$ cat src/hdl/flsp_defines.vh
/*
 * Constants for the fault indicator and sideband pad select block:
 * lane counts, pad positions, select bit position and reset values.
 * Assumes it is included by bare name from the design files.
 */
`ifndef FLSP_DEFINES_VH
`define FLSP_DEFINES_VH

// ****************************************************************
// Widths
// ****************************************************************
`define FLSP_LANES          16
`define FLSP_FAULT_W        17
`define FLSP_GLOBAL_BIT     16
`define FLSP_PAD_W          8
`define FLSP_CFG_W          32

// ****************************************************************
// Select field and reset values
// ****************************************************************
`define FLSP_SEL_BIT        9
`define FLSP_CFG_RESET      32'h0000_0000
`define FLSP_FAULT_OFF      17'h1_ffff
`define FLSP_PAD_OUT_RESET  8'h00
`define FLSP_PAD_OE_RESET   8'hff
`define FLSP_SEL_RESET      1'b0
`define FLSP_SDIN_RESET     1'b0
`define FLSP_TWB_RESET      1'b1

// ****************************************************************
// Pad positions inside the upper pad group (pad 8 is index 0)
// ****************************************************************
`define FLSP_PAD_CH2_SDIN   0
`define FLSP_PAD_CH2_SDOUT  1
`define FLSP_PAD_CH2_SLOAD  2
`define FLSP_PAD_CH2_SCLK   3
`define FLSP_PAD_CH3_SDIN   4
`define FLSP_PAD_CH3_SDOUT  5
`define FLSP_PAD_CH3_SLOAD  6
`define FLSP_PAD_CH3_SCLK   7

`endif

$ cat src/hdl/flsp_top.v
/*
 * Fault indicator drivers for sixteen serial ATA lanes plus a global
 * fault, and the function select for sideband pads 15 down to 8
 * (SGPIO channels 2 and 3, or two-wire buses 3 and 4).
 * Assumes lane status and the pads arrive asynchronously to clk_i,
 * that the config word comes from core logic on clk_i, and that the
 * pad cell resolves the wire from output, enable and pull-up.
 */
`timescale 1ns/1ps
`default_nettype none
`include "flsp_defines.vh"

// Operation
// - Fault outputs are active low; a low pad lights the indicator.
// - Lane faults while not ready; when ready, only on PHY or link error.
// - Indicator bits 7:0 follow lanes 7:0, bits 15:8 follow lanes 15:8.
// - Indicator bit 16 is the global fault, lit when any lane faults.
// - Config bit 9 alone selects the function of every muxed pad.
// - Select one: pads 15,14,13,12 are channel 3 SCLK, SLOAD, SDOUT, SDIN.
// - Select zero: pads 15 and 14 carry clock and data of bus four.
// - Select one: pads 11,10,9 are channel 2 SCLK, SLOAD, SDOUT.
// - Select zero: pads 11 and 10 carry clock and data of bus three.
// - Select zero: pads 13, 12 and 9 are inputs whose values are ignored.
// - Pad 8 is channel 2 SDIN when select is one, else an unused input.
module flsp_top #(
  parameter LANES = `FLSP_LANES
) (
  // Clock and reset
  input  wire             clk_i,
  input  wire             reset_i,
  // Lane status from the PHYs
  input  wire [LANES-1:0] phy_ready_i,
  input  wire [LANES-1:0] phy_error_i,
  input  wire [LANES-1:0] conn_error_i,
  // Configuration word holding the pad function select
  input  wire [31:0]      config_word_i,
  // Fault indicator pads, active low
  output reg  [LANES:0]   fault_indicator_n_o,
  // Sideband pads 15..8, index 0 is pad 8
  input  wire [7:0]       sideband_serial_pad_in_i,
  output reg  [7:0]       sideband_serial_pad_out_o,
  output reg  [7:0]       sideband_serial_pad_oe_n_o,
  // SGPIO channel 2 core side
  input  wire             sgpio2_sclk_i,
  input  wire             sgpio2_sload_i,
  input  wire             sgpio2_sdout_i,
  output reg              sgpio2_sdin_o,
  // SGPIO channel 3 core side
  input  wire             sgpio3_sclk_i,
  input  wire             sgpio3_sload_i,
  input  wire             sgpio3_sdout_i,
  output reg              sgpio3_sdin_o,
  // Two-wire bus 3 core side, open drain: drive low when *_low_i
  input  wire             twb3_scl_low_i,
  input  wire             twb3_sda_low_i,
  output reg              twb3_scl_o,
  output reg              twb3_sda_o,
  // Two-wire bus 4 core side
  input  wire             twb4_scl_low_i,
  input  wire             twb4_sda_low_i,
  output reg              twb4_scl_o,
  output reg              twb4_sda_o,
  // Current pad function, for observation
  output reg              pad_function_select_o
);

  // ****************************************************************
  // Input synchronisation
  // ****************************************************************

  wire [LANES-1:0] ready_s;
  wire [LANES-1:0] phy_err_s;
  wire [LANES-1:0] conn_err_s;
  wire [7:0]       pad_in_s;

  // Lane status may come from the PHY clocks, so resynchronise
  flsp_sync2 #(.WIDTH(3*LANES)) u_lane_sync (
    .clk_i   (clk_i),
    .reset_i (reset_i),
    .d_i     ({phy_ready_i, phy_error_i, conn_error_i}),
    .q_o     ({ready_s, phy_err_s, conn_err_s})
  );

  // Pad receivers are asynchronous to the core clock
  flsp_sync2 #(.WIDTH(8)) u_pad_sync (
    .clk_i   (clk_i),
    .reset_i (reset_i),
    .d_i     (sideband_serial_pad_in_i),
    .q_o     (pad_in_s)
  );

  // ****************************************************************
  // Fault indicators
  // ****************************************************************

  wire [LANES-1:0] lane_fault;
  wire             any_fault;

  flsp_fault_map #(.LANES(LANES)) u_fault (
    .phy_ready_i  (ready_s),
    .phy_error_i  (phy_err_s),
    .conn_error_i (conn_err_s),
    .lane_fault_o (lane_fault),
    .any_fault_o  (any_fault)
  );

  // Registered, inverted; lane n drives bit n directly. Reset shows
  // all indicators dark; for two cycles after it they light, as the syncs read not ready.
  always @(posedge clk_i) begin
    if (reset_i) begin
      fault_indicator_n_o <= `FLSP_FAULT_OFF;
    end else begin
      fault_indicator_n_o[LANES-1:0] <= ~lane_fault;
      fault_indicator_n_o[LANES]     <= ~any_fault;
    end
  end

  // ****************************************************************
  // Pad function select
  // ****************************************************************

  wire sel_now;

  // Single bit steers all muxed pads; core-side word, no sync needed
  assign sel_now = config_word_i[`FLSP_SEL_BIT];

  always @(posedge clk_i) begin
    if (reset_i) begin
      pad_function_select_o <= `FLSP_SEL_RESET;
    end else begin
      pad_function_select_o <= sel_now;
    end
  end

  // ****************************************************************
  // Pad drive
  // ****************************************************************

  reg [7:0] pad_out_next;
  reg [7:0] pad_oe_n_next;

  // Output enable low means drive. Two-wire lines only ever pull low,
  // so their data is zero and the enable carries the bit.
  always @* begin
    pad_out_next  = 8'h00;
    pad_oe_n_next = 8'hff;
    if (sel_now) begin
      pad_out_next[`FLSP_PAD_CH3_SCLK]   = sgpio3_sclk_i;
      pad_out_next[`FLSP_PAD_CH3_SLOAD]  = sgpio3_sload_i;
      pad_out_next[`FLSP_PAD_CH3_SDOUT]  = sgpio3_sdout_i;
      pad_oe_n_next[`FLSP_PAD_CH3_SCLK]  = 1'b0;
      pad_oe_n_next[`FLSP_PAD_CH3_SLOAD] = 1'b0;
      pad_oe_n_next[`FLSP_PAD_CH3_SDOUT] = 1'b0;
      pad_out_next[`FLSP_PAD_CH2_SCLK]   = sgpio2_sclk_i;
      pad_out_next[`FLSP_PAD_CH2_SLOAD]  = sgpio2_sload_i;
      pad_out_next[`FLSP_PAD_CH2_SDOUT]  = sgpio2_sdout_i;
      pad_oe_n_next[`FLSP_PAD_CH2_SCLK]  = 1'b0;
      pad_oe_n_next[`FLSP_PAD_CH2_SLOAD] = 1'b0;
      pad_oe_n_next[`FLSP_PAD_CH2_SDOUT] = 1'b0;
    end else begin
      pad_oe_n_next[`FLSP_PAD_CH3_SCLK]  = ~twb4_scl_low_i;
      pad_oe_n_next[`FLSP_PAD_CH3_SLOAD] = ~twb4_sda_low_i;
      pad_oe_n_next[`FLSP_PAD_CH2_SCLK]  = ~twb3_scl_low_i;
      pad_oe_n_next[`FLSP_PAD_CH2_SLOAD] = ~twb3_sda_low_i;
    end
  end

  // Registered so pad outputs come straight from flops
  always @(posedge clk_i) begin
    if (reset_i) begin
      sideband_serial_pad_out_o  <= `FLSP_PAD_OUT_RESET;
      sideband_serial_pad_oe_n_o <= `FLSP_PAD_OE_RESET;
    end else begin
      sideband_serial_pad_out_o  <= pad_out_next;
      sideband_serial_pad_oe_n_o <= pad_oe_n_next;
    end
  end

  // ****************************************************************
  // Receive paths
  // ****************************************************************

  // Inputs not selected read idle: SDIN low, two-wire lines high.
  // Pads 13, 12, 9 and 8 are ignored when select is zero.
  always @(posedge clk_i) begin
    if (reset_i) begin
      sgpio2_sdin_o <= `FLSP_SDIN_RESET;
      sgpio3_sdin_o <= `FLSP_SDIN_RESET;
      twb3_scl_o    <= `FLSP_TWB_RESET;
      twb3_sda_o    <= `FLSP_TWB_RESET;
      twb4_scl_o    <= `FLSP_TWB_RESET;
      twb4_sda_o    <= `FLSP_TWB_RESET;
    end else begin
      sgpio3_sdin_o <= sel_now & pad_in_s[`FLSP_PAD_CH3_SDIN];
      sgpio2_sdin_o <= sel_now & pad_in_s[`FLSP_PAD_CH2_SDIN];
      twb4_scl_o    <= sel_now | pad_in_s[`FLSP_PAD_CH3_SCLK];
      twb4_sda_o    <= sel_now | pad_in_s[`FLSP_PAD_CH3_SLOAD];
      twb3_scl_o    <= sel_now | pad_in_s[`FLSP_PAD_CH2_SCLK];
      twb3_sda_o    <= sel_now | pad_in_s[`FLSP_PAD_CH2_SLOAD];
    end
  end

endmodule // flsp_top

`default_nettype wire

$ cat src/hdl/flsp_sync2.v
/*
 * Two-flop synchroniser, one bit per lane of a vector.
 * Assumes the destination clock is clk_i and reset is synchronous.
 */
`timescale 1ns/1ps
`default_nettype none

module flsp_sync2 #(
  parameter WIDTH = 1
) (
  // Clock and reset
  input  wire             clk_i,
  input  wire             reset_i,
  // Data
  input  wire [WIDTH-1:0] d_i,
  output wire [WIDTH-1:0] q_o
);

  reg [WIDTH-1:0] meta_reg;
  reg [WIDTH-1:0] sync_reg;

  // First stage is read only by the second stage
  always @(posedge clk_i) begin
    if (reset_i) begin
      meta_reg <= {WIDTH{1'b0}};
      sync_reg <= {WIDTH{1'b0}};
    end else begin
      meta_reg <= d_i;
      sync_reg <= meta_reg;
    end
  end

  assign q_o = sync_reg;

endmodule // flsp_sync2

`default_nettype wire

$ cat src/hdl/flsp_fault_map.v
/*
 * Per-lane fault decision and global fault reduction, combinational.
 * Assumes its inputs are already in the clk_i domain.
 */
`timescale 1ns/1ps
`default_nettype none

module flsp_fault_map #(
  parameter LANES = 16
) (
  // Lane status
  input  wire [LANES-1:0] phy_ready_i,
  input  wire [LANES-1:0] phy_error_i,
  input  wire [LANES-1:0] conn_error_i,
  // Fault result, active high
  output wire [LANES-1:0] lane_fault_o,
  output wire             any_fault_o
);

  // Not ready always faults; once ready only errors fault
  assign lane_fault_o = ~phy_ready_i | (phy_ready_i & (phy_error_i | conn_error_i));

  // Global fault is any lane fault
  assign any_fault_o = |lane_fault_o;

endmodule // flsp_fault_map

`default_nettype wire

$ cat config.mk
export PLATFORM = sky130hd
export DESIGN_NAME = flsp_top
export DESIGN_NICKNAME = d
export VERILOG_FILES = /design/src/hdl/flsp_top.v /design/src/hdl/flsp_sync2.v /design/src/hdl/flsp_fault_map.v
export VERILOG_INCLUDE_DIRS = /design/src /design/src/hdl
export SDC_FILE = /design/constraint.sdc
export NUM_CORES = 1
export LEC_CHECK = 0
export BUFFER_PORTS_ARGS = -buffer_cell sky130_fd_sc_hd__buf_2
export CAP_MARGIN = 30
export CORE_AREA = 4 4 106 108
export CTS_BUF_LIST = sky130_fd_sc_hd__clkbuf_4 sky130_fd_sc_hd__clkbuf_8
export CTS_CLUSTER_DIAMETER = 50
export DETAILED_ROUTE_END_ITERATION = 16
export DIE_AREA = 0 0 110 112
export PLACE_DENSITY = 0.65
export SYNTH_ARGS = -nofsm -noshare
export SYNTH_HDL_FRONTEND = slang
export SYNTH_SLANG_ARGS = --single-unit
$ cat constraint.sdc
create_clock -name clk_i -period 1.2 [get_ports clk_i]
set_clock_uncertainty 0.05 [all_clocks]
set_input_delay 0.06 -clock clk_i [delete_from_list [all_inputs] [get_ports clk_i]]
set_output_delay 0.06 -clock clk_i [all_outputs]
set_load 0.02 [all_outputs]
==> results of run 1 <==
critical path: stages (launching register included):
cell and delay, ps:
dfxtp_1 320, nor3b_2 170, buf_4 140, nand4_1 130
o41ai_2 350
routing by layer:
metal,part of all wire (%),wire (um),vias to the layer above
met5,0,0,-
met4,2.7,211,0
met3,4.1,325,19
met2,52,4130,63
met1,41,3270,1218
li1,-,-,1377
placed cells by master, fill, tap and decap left out, drive strengths merged:
| master | synthesis | routed |
|---|---|---|
| o21ai | 4 | 4 |
| or3 | 4 | 4 |
| clkinvlp | 0 | 1 |
| buf | 17 | 110 |
| or2 | 16 | 16 |
| o41ai | 1 | 1 |
| nor2b | 109 | 109 |
| clkbuf | 3 | 21 |
| dlygate4sd3 | 0 | 75 |
| clkinv | 0 | 6 |
| bufinv | 0 | 3 |
| and2 | 8 | 8 |
| conb | 2 | 4 |
| nand4 | 4 | 4 |
| dfxtp | 143 | 143 |
| nor3b | 16 | 16 |
| inv | 2 | 2 |
report_power, final:
group	switching (W)	total [W]	internal [W]	leakage [nW]
sequential	0.0000562	0.00504	0.00498	1.19
combinational	0.000327	0.000768	0.000441	1.20
clock	0.00166	0.00383	0.00217	0.210
total	0.00204	0.00963	0.00759	2.60
what timing repair did:
action	in CTS	in global routing
endpoints found under the hold margin	72	0
setup endpoints to repair	1	4
pin swaps	0	2
buffers inserted	0	0
hold buffers	75	0
resized for setup	3	11
cell families after synthesis:
family / Yosys count
buffers and inverters: 22
flip-flops: 143
AO/OA/AOI/OAI: 5
other: 2
AND/OR/NAND/NOR: 157
synthesized netlist by cell type:
cell and instances:
dfxtp_1 143, nor2b_1 109, or2_2 16, buf_2 12, and2_1 8, nor3b_1 8
nor3b_2 8, buf_4 5, nand4_1 4, o21ai_0 4, or3_1 4, clkbuf_1 2
conb_1 2, inv_1 2, clkbuf_2 1, o41ai_2 1
through the flow:
stage / total power, W / util, %
finish: 0.00963 / 57.9
global route: 0.0100 / 57.9
CTS: 0.00971 / 57.6
detailed placement: 0.00570 / 46.1
global placement: 0.00569 / 46.1
floorplan: 0.00548 / -
area by class of cell:
cell class | count | area share (%)
clock buffers | 21 | 4.56
clock inverters | 10 | 2.34
inverters | 2 | 0.127
multi-input cells | 166 | 19.2
flip-flops and latches | 143 | 48.3
well taps | 136 | 2.87
repair buffers | 185 | 22.6
final timing paths:
kind	startpoint	end	slack [ps]	cells past startpoint
max	u_lane_sync.q_o[10]$_SDFF_PP0_	fault_indicator_n_o[16]$_SDFF_PP1_	-40	4
max reg2reg	u_lane_sync.q_o[10]$_SDFF_PP0_	fault_indicator_n_o[16]$_SDFF_PP1_	-40	4
min reg2reg	u_pad_sync.q_o[6]$_SDFF_PP0_	twb4_sda_o$_SDFF_PP1_	360	1
min	reset_i	twb4_scl_o$_SDFF_PP1_	50	2
==> flow_summary.json, run 1 <==
{
  "grt_max_degree": 63,
  "cp.arrival_ps": 1510,
  "violations": "negative setup slack",
  "final_nets": 615,
  "finalWirelength_um": 7930,
  "dieWidth_um": 110,
  "cp-end-kind": "flop",
  "synth-xor-area-share_pct": 0,
  "seq_area_frac_synth_pct": 70.4,
  "num-fill-cells": 832,
  "antenna_found_initial": 0,
  "final_layout_size_suffix_gt1_share_pct": 33.0,
  "drt_iter0_drc": 59,
  "vias": 2677,
  "synth_area_per_cell_sq_um": 12.4,
  "fp.dieH_um": 112,
  "cts_buffers": 17,
  "rsz0062_at_grt": "yes",
  "hpwl_um": 4740,
  "timing.hold.ws_ps": 51.3,
  "grt_pass1_vias": 2691,
  "grt.busiest_layer": "met2",
  "final-hold-violation-count": 0,
  "synth_top_family_by_area": "simple AND/OR/NAND/NOR gates",
  "synth_area_sq_um": 4070,
  "gp_congestion": 0.721,
  "max_freq_ghz": 0.806,
  "place_area_sq_um": 4720,
  "start_util_pct": 39.7,
  "io_pins": 140,
  "synth_cells": 329,
  "syn2layout_area_growth_pct": 45.7,
  "hold_class": "input pin to flop",
  "start_kind": "flop",
  "maxCapViolations": 0,
  "synth_top_area_share_pct": 70.4,
  "track_usage_pct": 13.5,
  "yosys.area.top_type": "dfxtp_1",
  "setup_viol": 2,
  "multi_input_area_sq_um": 1140,
  "peakVddDrop_uv": 731,
  "path_class": "flop to flop",
  "pwr_density_cell_nw_per_um2": 1630,
  "cts_buffer_depth": 2,
  "cts_sinks": 143,
  "cts_tree": "done",
  "p_leak_nw": 2.60,
  "numPortBuffers": 102,
  "ys_ff_latch": 143,
  "grt_pass1_wl_um": 12600,
  "ys_warn_count": 0,
  "path_max_fanout": 2,
  "dieArea_sq_um": 12300,
  "seq_area_sq_um": 2860,
  "grt_use_met3_pct": 4.23,
  "drc": 0,
  "gr-total-overflow": 0,
  "yosys-top-cells-area": "dfxtp_1, nor2b_1, nor3b_2",
  "yosys.area_share.simple_pct": 25.6,
  "cts_root_buf": "clkbuf_8",
  "use_met2_pct": 22.8,
  "slew_viol_final": 0,
  "vias_per_cell": 4.04,
  "postRouteAntennaNets": 0,
  "required_ps": 1470,
  "core-area_sq_um": 10200,
  "stdcell_count": 663,
  "fin_ws_ps": -40.4,
  "place_inst": 557,
  "gr-usage-met1_pct": 14.8,
  "period_minus_slack_ps": 1240,
  "antenna_cells": 0,
  "fin_tns_setup_ps": -73.5,
  "synth_fa_ha_area_share_pct": 0,
  "outcome": "complete, but fails checks",
  "ctsHtreeMaxLevel": 4,
  "clk_pin_slew_ps": 70,
  "clkLatencyLatePin_ps": 420,
  "synthMuxAreaShare_pct": 0,
  "row_count": 37,
  "yosysUniqueCellTypes": 16,
  "synth_compound_area_share_pct": 0.892,
  "dr.pass1.iters": 3,
  "finalCritPeriodShare_pct": 103,
  "final_area_sq_um": 5930,
  "wl_per_cell_um": 12.0,
  "dpl_worst_slack_ps": 1.77
}
Note: power is estimated with default switching activity, not from simulation.
==> inputs of run 2 (changes only) <==
RECOVER_POWER = 50   (was default)
SLEW_MARGIN = 40   (was default)
==> run 2 against run 1 <==
  * The flow still finishes with violations (negative setup slack)
  * Utilization is essentially flat
  * Total power barely moved
  * Sequential power barely moved
  * Worst hold slack unchanged
  * Register-to-register slack hardly changed
  * Flip-flop and latch count is the same
==> flow_summary.json, run 2 (synthesized netlist as in run 1, its figures left out) <==
{
  "start_kind": "flop",
  "outcome": "complete, but fails checks",
  "place_area_sq_um": 4720,
  "fp.dieH_um": 112,
  "ctsHtreeMaxLevel": 4,
  "path_max_fanout": 2,
  "timing.hold.ws_ps": 51.3,
  "violations": "negative setup slack",
  "vias_per_cell": 4.04,
  "postRouteAntennaNets": 0,
  "cts_buffer_depth": 2,
  "path_class": "flop to flop",
  "dieWidth_um": 110,
  "critPathMaxStageDelay_ps": 350,
  "hold-path-cell-count": 2,
  "clk_pin_slew_ps": 70,
  "final_nets": 615,
  "cts_sinks": 143,
  "io_pins": 140,
  "r2r-start": "u_lane_sync.q_o[10]$_SDFF_PP0_",
  "cts_buffers": 17,
  "final_layout_size_suffix_gt1_share_pct": 32.8,
  "clkLatencyLatePin_ps": 420,
  "drt_iter0_drc": 59,
  "seq_power_share_pct": 52.3,
  "holdPathEnd": "twb4_scl_o$_SDFF_PP1_",
  "hpwl_um": 4740,
  "setup_viol": 2,
  "antenna_found_initial": 0,
  "place_inst": 557,
  "final_cell_mix": "dfxtp_1, nor2b_1, buf_2, dlygate4sd3_1, clkbuf_8",
  "fin_tns_setup_ps": -73.5,
  "syn2layout_area_growth_pct": 45.7,
  "ff2ff_setup_slack_ps": -40,
  "finalWirelength_um": 7930,
  "rsz0062_at_grt": "yes",
  "wl_per_cell_um": 12.0,
  "grt_pass1_vias": 2691,
  "cp-end-kind": "flop",
  "pwr_density_cell_nw_per_um2": 1630,
  "track_usage_pct": 13.5,
  "p_int_w": 0.00759,
  "stdcell_count": 663,
  "final_util_pct": 57.9,
  "power_switching_share_pct": 21.2,
  "row_count": 37,
  "antenna_cells": 0,
  "p_comb_share_pct": 8.0,
  "worstHoldStart": "reset_i",
  "dieArea_sq_um": 12300,
  "final_common_cell": "dfxtp_1",
  "cts_root_buf": "clkbuf_8",
  "drc": 0,
  "hold_class": "input pin to flop",
  "timing.rr.end": "fault_indicator_n_o[16]$_SDFF_PP1_",
  "maxCapViolations": 0,
  "vias": 2677,
  "post_cts_buffers": 0,
  "reg2reg_depth": 4,
  "slew_viol_final": 0,
  "peakVddDrop_uv": 731,
  "final_area_sq_um": 5920,
  "clkPwrFrac_pct": 39.7,
  "period_minus_slack_ps": 1240,
  "core-area_sq_um": 10200,
  "cp.arrival_ps": 1510,
  "cts_tree": "done",
  "slowest_stage": "o41ai_2",
  "gp_congestion": 0.721,
  "p_switching_w": 0.00204,
  "finalCritPeriodShare_pct": 103,
  "crit_chain": "nor3b_2 > buf_4 > nand4_1 > o41ai_2",
  "gr-total-overflow": 0,
  "numPortBuffers": 102,
  "final-hold-violation-count": 0,
  "grt_pass1_wl_um": 12600,
  "grt_max_degree": 63,
  "required_ps": 1470,
  "fin_ws_ps": -40.4,
  "dr.pass1.iters": 3,
  "max_freq_ghz": 0.806,
  "start_util_pct": 39.7,
  "p_leak_nw": 2.60
}
run 2: final cells by class:
type	instances	area (sq um)
fill	833	4310
multi-input combinational	166	1140
sequential	143	2860
clock inverter	10	139
clock buffer	21	270
tap	136	170
timing repair buffer	185	1340
inverter	2	7.51
run 2: what timing repair did:
item | in CTS | in global routing
setup endpoints to repair | 1 | 4
hold endpoints to repair | 72 | 0
resized for setup | 3 | 11
pin swaps | 0 | 2
hold buffers | 75 | 0
run 2: metal layers:
| layer | global-route usage (%) | routed length, um | up-vias |
|---|---|---|---|
| met5 | 0 | 0 | - |
| met1 | 14.8 | 3270 | 1218 |
| met4 | 7.65 | 211 | 0 |
| li1 | - | - | 1377 |
| met3 | 4.23 | 325 | 19 |
| met2 | 22.8 | 4130 | 63 |
run 2: power groups by stage:
stage / logic (W) / clock network [W] / registers, W
floorplan: 0.000259 / 0 / 0.00522
global placement: 0.000555 / 0 / 0.00513
detailed placement: 0.000564 / 0 / 0.00514
CTS: 0.000760 / 0.00391 / 0.00503
global route: 0.000839 / 0.00414 / 0.00506
finish: 0.000768 / 0.00383 / 0.00504
run 2: how the worst max path moves through the flow:
stage	slack, ps	end	cells past startpoint	startpoint
finish	-40	fault_indicator_n_o[16]$_SDFF_PP1_	4	u_lane_sync.q_o[10]$_SDFF_PP0_
global route	-110	fault_indicator_n_o[16]$_SDFF_PP1_	4	u_lane_sync.q_o[10]$_SDFF_PP0_
CTS	-10	fault_indicator_n_o[16]$_SDFF_PP1_	3	u_lane_sync.q_o[15]$_SDFF_PP0_
detailed placement	2	fault_indicator_n_o[16]$_SDFF_PP1_	3	u_lane_sync.q_o[14]$_SDFF_PP0_
global placement	20	fault_indicator_n_o[16]$_SDFF_PP1_	3	u_lane_sync.q_o[5]$_SDFF_PP0_
floorplan	170	fault_indicator_n_o[16]$_SDFF_PP1_	3	u_lane_sync.q_o[0]$_SDFF_PP0_
run 2: worst max-delay path: cells and delay by family (launching register included):
family / cells / cell delay [ps]
compound gates: 1 / 350
flops: 1 / 320
simple gates: 2 / 300
buf+inv: 1 / 140
run 2: stage by stage:
| stage | setup WS, ps | power, W |
|---|---|---|
| 6_report | -40.4 | 0.00963 |
| 5_1_grt | -106 | 0.0100 |
| 4_1_cts | -11.9 | 0.00971 |
| 3_5_place_dp | 1.77 | 0.00570 |
| 3_3_place_gp | 17.3 | 0.00569 |
| 2_1_floorplan | 172 | 0.00548 |
